===== src/cise_pkg.sv =====
// Purpose: Constants and types for the core interrupt status/enable block
// Assumes: APB with 32-bit data, one word per register
// Notes:   Register byte offsets are chosen locally
package cise_pkg;

    // ==========================================================
    // Register map
    localparam logic [7:0] ADDR_STATUS_CONTROL = 8'h00;
    localparam logic [7:0] ADDR_PERIPH_FLAGS   = 8'h04;
    localparam logic [7:0] ADDR_PERIPH_ENABLE  = 8'h08;
    localparam logic [7:0] ADDR_EDGE_SELECT    = 8'h0c;
    localparam logic [7:0] ADDR_GLOBAL_CTRL    = 8'h10;
    localparam logic [7:0] ADDR_EVT_STATUS     = 8'h14;
    localparam logic [7:0] ADDR_EVT_MASK       = 8'h18;

    // ==========================================================
    // Field positions in the status/control register
    localparam int BIT_PERIPH_PENDING = 7;
    localparam int BIT_COUNTER_FLAG   = 6;
    localparam int BIT_TIMER_FLAG     = 5;
    localparam int BIT_EXT_FLAG       = 4;
    localparam int BIT_PERIPH_GEN     = 3;
    localparam int BIT_COUNTER_EN     = 2;
    localparam int BIT_TIMER_EN       = 1;
    localparam int BIT_EXT_EN         = 0;

    // ==========================================================
    // Reset values
    localparam logic [7:0] RST_STATUS_CONTROL = 8'h00;
    localparam logic [7:0] RST_PERIPH         = 8'h00;
    localparam logic [1:0] RST_EDGE_SELECT    = 2'h0;
    localparam logic       RST_GLOBAL_DIS     = 1'b1;
    localparam logic [3:0] RST_EVT            = 4'h0;

    // Vector addresses handed to the core
    localparam logic [7:0] VEC_EXT_PIN   = 8'h08;
    localparam logic [7:0] VEC_TIMER     = 8'h10;
    localparam logic [7:0] VEC_COUNTER   = 8'h18;
    localparam logic [7:0] VEC_PERIPHRAL = 8'h20;

    // Interrupt source 2-bit code, listed highest priority first (external pin first)
    typedef enum logic [1:0] {
        CISE_SRC_EXT     = 2'b00,
        CISE_SRC_TIMER   = 2'b01,
        CISE_SRC_COUNTER = 2'b11,
        CISE_SRC_PERIPH  = 2'b10
    } cise_src_t;

    typedef struct packed {
        logic       req;
        cise_src_t  src;
        logic [7:0] vector;
    } cise_irq_req_t;

endpackage


===== src/cise_edge_det.sv =====
// Purpose: Synchronise a pin and detect the selected edge
// Assumes: Pin asynchronous to ref_clk
// Notes:   Two flops before any logic reads the pin
`timescale 1ns/1ps
module cise_edge_det (
    // Clock and reset
    input  wire logic ref_clk,
    input  wire logic sys_rst,
    // Pin and select
    input  wire logic pin_in,
    input  wire logic rising_sel,
    // Result
    output logic      edge_pulse
);

    logic       sync1_reg;
    logic       sync2_reg;
    logic       prev_reg;
    // Holds edges off until prev_reg carries a real pin sample, so no false edge after reset
    logic [2:0] arm_reg;

    always_ff @(posedge ref_clk or posedge sys_rst) begin
        if (sys_rst) begin
            sync1_reg <= 1'b0;
            sync2_reg <= 1'b0;
            prev_reg  <= 1'b0;
            arm_reg   <= 3'h0;
        end else begin
            sync1_reg <= pin_in;
            sync2_reg <= sync1_reg;
            prev_reg  <= sync2_reg;
            arm_reg   <= {arm_reg[1:0], 1'b1};
        end
    end

    // Select 1 = rising, 0 = falling
    assign edge_pulse = arm_reg[2] & (rising_sel ? (sync2_reg & ~prev_reg) : (~sync2_reg & prev_reg));

endmodule


===== src/cise_core_irq.sv =====
// Purpose: Core interrupt status/enable register with vectoring handshake
// Assumes: Core pulses vector_ack one cycle when it takes the offered vector
// Notes:   Peripheral flags are inputs; their enables live here
// Functional notes
// - Set external pin flag on the selected edge of the external pin.
// - Clear external pin flag when the core vectors to its vector.
// - Global peripheral enable gates all peripheral interrupts.
// - Counter pin edge enable allows or suppresses its interrupt.
// - Timer-zero overflow enable allows or suppresses its interrupt.
// - External pin edge enable allows or suppresses its interrupt.
// - Peripheral pending is OR of peripheral flags ANDed with enables.
// - Clear timer-zero flag when the core vectors to its vector.
// - Global disable set at reset and on every interrupt response.
`timescale 1ns/1ps
module cise_core_irq #(
    parameter int PERIPH_W = 8
) (
    // Clock and reset
    input  wire logic                ref_clk,
    input  wire logic                sys_rst,
    // APB slave
    input  wire logic                psel,
    input  wire logic                penable,
    input  wire logic                pwrite,
    input  wire logic [7:0]          paddr,
    input  wire logic [31:0]         pwdata,
    output logic      [31:0]         prdata,
    output logic                     pready,
    output logic                     pslverr,
    // Event sources
    input  wire logic                external_irq_pin,
    input  wire logic                counter_clock_pin,
    input  wire logic                timer_zero_overflow,
    input  wire logic [PERIPH_W-1:0] periph_flags,
    // Core vectoring
    output cise_pkg::cise_irq_req_t  core_req,
    input  wire logic                vector_ack,
    input  wire logic                return_from_irq,
    // Interrupt line
    output logic                     irq
);

    // ==========================================================
    // Registers
    logic [7:0]          stat_reg;
    logic [PERIPH_W-1:0] pen_reg;
    logic [1:0]          esel_reg;
    logic                gdis_reg;
    logic [3:0]          evt_reg;
    logic [3:0]          emask_reg;
    logic [7:0]          stat_next;
    logic [3:0]          evt_next;
    logic                gdis_next;

    // ==========================================================
    // Bus decode
    wire wr_en      = psel & penable & pwrite;
    wire rd_en      = psel & penable & ~pwrite;
    wire hit_stat   = (paddr == cise_pkg::ADDR_STATUS_CONTROL);
    wire hit_pflag  = (paddr == cise_pkg::ADDR_PERIPH_FLAGS);
    wire hit_pen    = (paddr == cise_pkg::ADDR_PERIPH_ENABLE);
    wire hit_esel   = (paddr == cise_pkg::ADDR_EDGE_SELECT);
    wire hit_gctl   = (paddr == cise_pkg::ADDR_GLOBAL_CTRL);
    wire hit_evt    = (paddr == cise_pkg::ADDR_EVT_STATUS);
    wire hit_emask  = (paddr == cise_pkg::ADDR_EVT_MASK);
    wire hit_any    = hit_stat | hit_pflag | hit_pen | hit_esel | hit_gctl | hit_evt | hit_emask;

    assign pready  = 1'b1;
    assign pslverr = psel & penable & ~hit_any;

    // ==========================================================
    // Edge detection
    logic ext_edge;
    logic cnt_edge;

    cise_edge_det u_ext_edge (
        .ref_clk    (ref_clk),
        .sys_rst    (sys_rst),
        .pin_in     (external_irq_pin),
        .rising_sel (esel_reg[0]),
        .edge_pulse (ext_edge)
    );

    cise_edge_det u_cnt_edge (
        .ref_clk    (ref_clk),
        .sys_rst    (sys_rst),
        .pin_in     (counter_clock_pin),
        .rising_sel (esel_reg[1]),
        .edge_pulse (cnt_edge)
    );

    // ==========================================================
    // Pending and request selection
    wire periph_pending = |(periph_flags & pen_reg);
    wire ext_act   = stat_reg[cise_pkg::BIT_EXT_FLAG] & stat_reg[cise_pkg::BIT_EXT_EN];
    wire tmr_act   = stat_reg[cise_pkg::BIT_TIMER_FLAG] & stat_reg[cise_pkg::BIT_TIMER_EN];
    wire cnt_act   = stat_reg[cise_pkg::BIT_COUNTER_FLAG] & stat_reg[cise_pkg::BIT_COUNTER_EN];
    wire per_act   = periph_pending & stat_reg[cise_pkg::BIT_PERIPH_GEN];
    wire any_act   = ext_act | tmr_act | cnt_act | per_act;
    wire req_live  = any_act & ~gdis_reg;

    cise_pkg::cise_src_t sel_src;
    assign sel_src = ext_act ? cise_pkg::CISE_SRC_EXT :
                     tmr_act ? cise_pkg::CISE_SRC_TIMER :
                     cnt_act ? cise_pkg::CISE_SRC_COUNTER : cise_pkg::CISE_SRC_PERIPH;

    wire [7:0] sel_vec = (sel_src == cise_pkg::CISE_SRC_EXT)     ? cise_pkg::VEC_EXT_PIN :
                         (sel_src == cise_pkg::CISE_SRC_TIMER)   ? cise_pkg::VEC_TIMER :
                         (sel_src == cise_pkg::CISE_SRC_COUNTER) ? cise_pkg::VEC_COUNTER :
                                                                   cise_pkg::VEC_PERIPHRAL;

    assign core_req.req    = req_live;
    assign core_req.src    = sel_src;
    assign core_req.vector = sel_vec;

    // Taken only while the request is live, so a stray ack does nothing
    wire taken     = vector_ack & req_live;
    wire take_ext  = taken & (sel_src == cise_pkg::CISE_SRC_EXT);
    wire take_tmr  = taken & (sel_src == cise_pkg::CISE_SRC_TIMER);
    wire take_cnt  = taken & (sel_src == cise_pkg::CISE_SRC_COUNTER);

    // ==========================================================
    // Next state for status/control
    wire stat_wr = wr_en & hit_stat;
    always_comb begin
        stat_next = stat_reg;
        if (stat_wr) begin
            stat_next[6:0] = pwdata[6:0];
        end
        // Hardware clear on vectoring, then edge set wins over any clear
        if (take_ext) begin
            stat_next[cise_pkg::BIT_EXT_FLAG] = 1'b0;
        end
        if (take_tmr) begin
            stat_next[cise_pkg::BIT_TIMER_FLAG] = 1'b0;
        end
        if (take_cnt) begin
            stat_next[cise_pkg::BIT_COUNTER_FLAG] = 1'b0;
        end
        if (ext_edge) begin
            stat_next[cise_pkg::BIT_EXT_FLAG] = 1'b1;
        end
        if (timer_zero_overflow) begin
            stat_next[cise_pkg::BIT_TIMER_FLAG] = 1'b1;
        end
        if (cnt_edge) begin
            stat_next[cise_pkg::BIT_COUNTER_FLAG] = 1'b1;
        end
        stat_next[cise_pkg::BIT_PERIPH_PENDING] = periph_pending;
    end

    // Global disable: response sets it, return or software may clear it
    always_comb begin
        gdis_next = gdis_reg;
        if (wr_en & hit_gctl) begin
            gdis_next = pwdata[0];
        end
        if (return_from_irq) begin
            gdis_next = 1'b0;
        end
        if (taken) begin
            gdis_next = 1'b1;
        end
    end

    // Sticky event bits: set wins over write-one-to-clear
    wire [3:0] evt_set = {timer_zero_overflow, cnt_edge, ext_edge, taken};
    always_comb begin
        evt_next = evt_reg;
        if (wr_en & hit_evt) begin
            evt_next = evt_reg & ~pwdata[3:0];
        end
        evt_next = evt_next | evt_set;
    end

    // ==========================================================
    // Register update
    always_ff @(posedge ref_clk or posedge sys_rst) begin
        if (sys_rst) begin
            stat_reg  <= cise_pkg::RST_STATUS_CONTROL;
            pen_reg   <= PERIPH_W'(cise_pkg::RST_PERIPH);
            esel_reg  <= cise_pkg::RST_EDGE_SELECT;
            gdis_reg  <= cise_pkg::RST_GLOBAL_DIS;
            evt_reg   <= cise_pkg::RST_EVT;
            emask_reg <= cise_pkg::RST_EVT;
        end else begin
            stat_reg  <= stat_next;
            gdis_reg  <= gdis_next;
            evt_reg   <= evt_next;
            if (wr_en & hit_pen) begin
                pen_reg <= pwdata[PERIPH_W-1:0];
            end
            if (wr_en & hit_esel) begin
                esel_reg <= pwdata[1:0];
            end
            if (wr_en & hit_emask) begin
                emask_reg <= pwdata[3:0];
            end
        end
    end

    // ==========================================================
    // Read data from flops
    logic [31:0] rd_mux;
    assign rd_mux = hit_stat  ? {24'h000000, stat_reg} :
                    hit_pflag ? {{(32-PERIPH_W){1'b0}}, periph_flags} :
                    hit_pen   ? {{(32-PERIPH_W){1'b0}}, pen_reg} :
                    hit_esel  ? {30'h00000000, esel_reg} :
                    hit_gctl  ? {31'h00000000, gdis_reg} :
                    hit_evt   ? {28'h0000000, evt_reg} :
                    hit_emask ? {28'h0000000, emask_reg} : 32'h00000000;

    always_ff @(posedge ref_clk or posedge sys_rst) begin
        if (sys_rst) begin
            prdata <= 32'h00000000;
        end else if (psel & ~penable & ~pwrite) begin
            prdata <= rd_mux;
        end
    end

    always_ff @(posedge ref_clk or posedge sys_rst) begin
        if (sys_rst) begin
            irq <= 1'b0;
        end else begin
            irq <= |(evt_next & emask_reg);
        end
    end
endmodule


===== config.mk =====
export PLATFORM = sky130hd
export DESIGN_NAME = cise_core_irq
export DESIGN_NICKNAME = d
export VERILOG_FILES = /design/src/cise_pkg.sv /design/src/cise_edge_det.sv /design/src/cise_core_irq.sv
export SDC_FILE = /design/constraint.sdc
export NUM_CORES = 1
export LEC_CHECK = 0
export ABC_AREA = 0
export BUFFER_PORTS_ARGS = -buffer_cell sky130_fd_sc_hd__buf_2
export CORE_MARGIN = 2
export CORE_UTILIZATION = 35
export DETAILED_ROUTE_END_ITERATION = 10
export PLACE_DENSITY = 0.64
export SLEW_MARGIN = 5
export SYNTH_ARGS = -nofsm -noshare
export SYNTH_HDL_FRONTEND = slang
export SYNTH_SLANG_ARGS = --single-unit

===== constraint.sdc =====
create_clock -name ref_clk -period 1.7 [get_ports ref_clk]
set_input_delay 0.17 -clock ref_clk [delete_from_list [all_inputs] [get_ports ref_clk]]
set_output_delay 0.17 -clock ref_clk [all_outputs]
set_load 0.01 [all_outputs]

After elaboration in Yosys (flattened, before gate mapping)
Cells that the tools add are included.
{"block": "word_totals", "regBits": 72, "inputBits": 58, "output_inout_bits": 46, "wordCells": 110}
{"block": "op_classes", "eq_ne": 8, "mux": 26, "n_bitwise": 48, "reduce_logical": 8}
{"op": "AND 1 bit", "n": 26}
{"op": "== test 8 x 5 -> 1 bit (second input constant)", "n": 3}
{"op": "2-to-1 mux 8 bit", "n": 3}
{"op": "2-to-1 mux 4 bit", "n": 5}
{"op": "2-to-1 mux 6 bit", "n": 3}
{"op": "== test 8 x 4 -> 1 bit (second input constant)", "n": 2}
{"op": "2-to-1 mux 1 bit", "n": 12}
{"op": "nonzero test 3 bit", "n": 4}
{"op": "bitwise OR 1 bit", "n": 9}
{"op": "AND 4 bit", "n": 2}
{"op": "AND 8 bit", "n": 1}
{"op": "== test 8 x 3 -> 1 bit (second input constant)", "n": 1}
{"op": "zero test 8 bit", "n": 1}
{"op": "NOT 1 bit", "n": 8}
{"op": "OR reduction 8 bit", "n": 1}
{"op": "2-to-1 mux 7 bit", "n": 1}
{"op": "2-to-1 mux 2 bit", "n": 2}
{"op": "NOT 4 bit", "n": 1}
{"op": "bitwise OR 4 bit", "n": 1}
{"op": "OR reduction 4 bit", "n": 1}
{"op": "== test 2 x 1 -> 1 bit (second input constant)", "n": 1}
{"op": "== test 2 bit (second input constant)", "n": 1}
{"op": "zero test 2 bit", "n": 1}

Depth between registers and ports, before layout
{"block": "logic_depth", "ltp_word": 9, "mapped_depth": 7, "ltp_nobuf": 6}

Hierarchy
From an unflattened synthesis, not the netlist that was laid out.
{"block": "unflattened", "hier_cells": 235, "hier_area_um2": 2560.0}
{"mod": "cise_core_irq", "instances": 1, "cells_per_inst": 213, "area_per_inst_um2": 2197.1, "seq_area_each_um2": 902.1}
{"mod": "cise_edge_det", "instances": 2, "cells_per_inst": 11, "area_per_inst_um2": 181.4, "seq_area_each_um2": 150.1}

Worst setup path before layout
OpenSTA, ideal clock, no wires.
{"block": "synth_path", "kind": "input-to-reg", "start": "input paddr[5]", "end": "register irq", "setup_time_ns": 0.126, "t_arrival_ns": 1.557, "required_time_ns": 1.574, "setup_slack_ns": 0.017, "stages": 6, "cell_sequence": "or3_1 > clkbuf_1 > o41ai_2 > nand2b_1 > a22o_1 > a221o_1"}
{"block": "synth_via", "elab_chain_cells": 6}
{"item": "start, declared", "line": "cise_core_irq.sv:25", "source": "input wire logic [7:0] paddr,"}
{"item": "== test 8 x 5 -> 1 bit", "line": "cise_core_irq.sv:64", "source": "wire hit_evt = (paddr == cise_pkg::ADDR_EVT_STATUS);"}
{"item": "AND 1 bit", "line": "cise_core_irq.sv:170", "source": "if (wr_en & hit_evt) begin"}
{"item": "2-to-1 mux 4 bit", "line": "cise_core_irq.sv:170"}
{"item": "bitwise OR 4 bit", "line": "cise_core_irq.sv:173", "source": "evt_next = evt_next | evt_set;"}
{"item": "net evt_next[2]", "line": "cise_core_irq.sv:52", "source": "logic [3:0] evt_next;"}
{"item": "AND 4 bit", "line": "cise_core_irq.sv:225", "source": "irq <= |(evt_next & emask_reg);"}
{"item": "OR reduction 4 bit", "line": "cise_core_irq.sv:225"}
{"item": "end signal, assigned", "line": "cise_core_irq.sv:225"}
{"item": "end, declared", "line": "cise_core_irq.sv:40", "source": "output logic irq"}
The timed path passes the listed nets, and every way through them passes these cells.
A chain may end at the register's enable or synchronous reset.

==> summary.md <==
| Metric | Value |
|---|---|
| Fin worst setup slack | -0.102 ns |
| Clock root buffer | clkbuf_8 |
| Max Transition Viols Final | 0 |
| IO Port Bufs | roughly 50 |
| Setup Skew | around 0.0056 ns |
| RD Place Congestion | 0.825 |
| Tot Pwr | 2.24 mW |
| Drt wl/cell | approximately 14 um |
| # rows | 30 |
| Clk sinks | 45 |
| Clk_lat worst skew | approximately 0.30 ns |
| Clk buf depth | 2 |
| Final wirelength | 5840 um |
| Arrival time of the worst setup path | around 1.6 ns |
| Area of the multi-input gates | 1190 um^2 |
| Outcome | finished with violations |
| Post-Place Setup Slack | -0.164 ns |
| Vias per inst | 4.71 |
| Ratio of cells with drive above 1 in the final layout | between 40 and 50% |
| Most common cell after layout, fill and taps aside | buf_2 |
| Startpoint types | flip-flop |
| Number of synthesized flops with an enable pin | 0 |
| Die Span X | roughly 90 um |
| # setup viols final | 3 |
| DRC Markers | 0 |
| Clk pin slew, worst setup/hold paths | ~0.080 ns |
| CORE AREA | 6790 um^2 |
| Fmax | ~0.55 GHz |
| Most frequent cells in the layout | buf_2 (49), dfrtp_1 (43), buf_4 (36), conb_1 (31), nand2_1 (20) |
| Syn Area/Cell | 10.3 um^2 |
| Sequential share of the synthesized area | between 40% and 50% |
| Initial antenna violation count | 0 |
| Post-Syn Area | ~2500 um^2 |
| R2r setup slk | roughly 0.040 ns |
| Post-Synthesis Cells | approximately 240 |
| Storage cell area | around 1100 um^2 |
| Worst EP required | 1.53 ns |
| CTS tree | yes |
| Die area | 7710 um^2 |
| CP Class | reg2out |
| Initial Utilization | between 30% and 40% |
| Hold Vio Cnt, Final | 0 |
| Fillers | between 600 and 700 |
| Maxcap violations | 0 |
| First-pass GRT wire length | a little over 9000 um |
| Antenna cells | 0 |
| Maximum fanout along the worst path | 2 |
| DRT Pass-1 Iters | 4 |
| Total I/O pin count | between 100 and 150 |
| Routed Antenna Nets | 0 |
| Syn-to-layout area delta | 29.0% |
| Placed cells | around 400 |
| Hold Path Class | in2reg |
| Die Ht | ~88 um |
| Nets | 386 |
| Ys flop type | dfrtp_1 |
| H-tree Lvls | 2 |
| Kind of end point of the critical path | primary output |
| Global route overflow | 0 |
| PwrDens | ~710 nW/um^2 |
| DR iter-0 viols | 114 |
| Post-DP Area | a little under 3000 um^2 |
| Count of different cell masters after synthesis | 48 |
| CTS Buf Count | 5 |
| Ys async rst share | between 90% and 100% |
| Synth Warn # | 0 |
| Largest net degree at the start of global routing | 46 |
| Final min period | 1.80 ns |
| Non-Filler Instances | 423 |
| Total GRT Usage | 15.6% |
| Register bit total from synthesis | 45 |
| P_leak | around 1.5 nW |
| Number of global-route vias before repair | roughly 1,900 |
| RSZ-0062 raised after global routing | true |
| Failing checks | setup timing |
| Via count | about 2,000 |
| Hpwl dp | roughly 4500 um |
| Setup total negative slack | -0.175 ns |
| Fin area | 3170 um^2 |
| VDD IR max | roughly 0.44 mV |
| Fin crit share | 106% |
[cell type report]
| class | count | share of cell area (%) |
|---|---|---|
| tap | 96 | 3.79 |
| sequential | 45 | 35.6 |
| inverter | 7 | 0.829 |
| clock inverter | 2 | 1.18 |
| multi-input combinational | 176 | 37.5 |
| timing repair buffer | 91 | 18.5 |
| clock buffer | 6 | 2.60 |
[metrics by stage]
stage,util [%],hold WS (ns)
detailed placement,42.7,0.223
floorplan,-,0.201
finish,46.7,0.104
CTS,46.1,0.0962
global route,46.7,0.102
global placement,42.7,0.228
[path summary, 6_finish.rpt]
check	startpoint	to	depth (start not counted)
max	pen_reg[0]	core_req[10]	6
min	pwdata[7]	pen_reg[7]	2
max reg2reg	pen_reg[0]	irq	6
min reg2reg	u_cnt_edge.sync1_reg	u_cnt_edge.sync2_reg	0
max in group asynchronous	sys_rst	gdis_reg	4
min in group asynchronous	sys_rst	stat_reg[4]	4
[cell usage after synthesis, drive strengths merged, types with 2 or more instances]
cell,count,area share [%]
o21ai,12,2.4
nand2b,3,0.76
inv,7,1.1
nand2,20,3.1
o31ai,4,1.2
nand3,6,1.2
a21oi,13,2.6
a22oi,7,2.1
mux2i,6,2.4
nor2b,2,0.51
nand4b,2,0.71
nor4b,2,0.97
nor3,3,0.81
nor4,3,2.0
clkbuf,5,0.76
ha,2,1.0
a222oi,2,0.81
nor2,14,2.1
a22o,4,1.4
o22ai,4,1.0
mux2,16,7.3
dfrtp,44,45
o41ai,2,1.0
nand4,2,0.51
buf,34,10
conb,2,0.31
nor3b,4,1.4
[critical path, cell delays in order (launching register included)]
cell and delay [ns]:
dfrtp_1 0.40, a22oi_2 0.21, nand4_1 0.16, a21oi_2 0.25
buf_4 0.15, nor2_1 0.03, buf_2 0.13
[where the power goes]
group / leakage, nW / internal (mW) / switching [mW]
clock: 0.0574 / 0.478 / 0.367
sequential: 0.560 / 1.10 / 0.0174
combinational: 0.904 / 0.116 / 0.163
total: 1.52 / 1.69 / 0.547
[routing by layer]
metal / share of wire, % / wire [um] / track usage (%)
met5: 0 / 0 / 0
met4: 1.6 / 93 / 4.20
met3: 6.5 / 377 / 3.30
met2: 49 / 2870 / 26.1
met1: 43 / 2500 / 20.7
[repair_timing]
action,in CTS,in global routing
pin swaps,6,4
resized for setup,7,5
endpoints found under the hold margin,47,0
setup buffers,6,2
hold buffers,4,0
endpoints found under the setup margin,3,4
[kinds of logic (layout without fill, tap and decap cells)]
| group | count (synthesis) | in the layout | share of synthesized area (%) |
|---|---|---|---|
| other | 2 | 31 | 0.305 |
| adders and majority gates | 2 | 2 | 1.02 |
| AOI/OAI and AO/OA | 54 | 54 | 14.7 |
| DFF | 45 | 45 | 45.9 |
| buffers and inverters | 46 | 106 | 12.1 |
| and+or+nand+nor | 67 | 67 | 16.3 |
| muxes | 22 | 22 | 9.77 |
No activity file was read; power rests on OpenSTA's default activity.
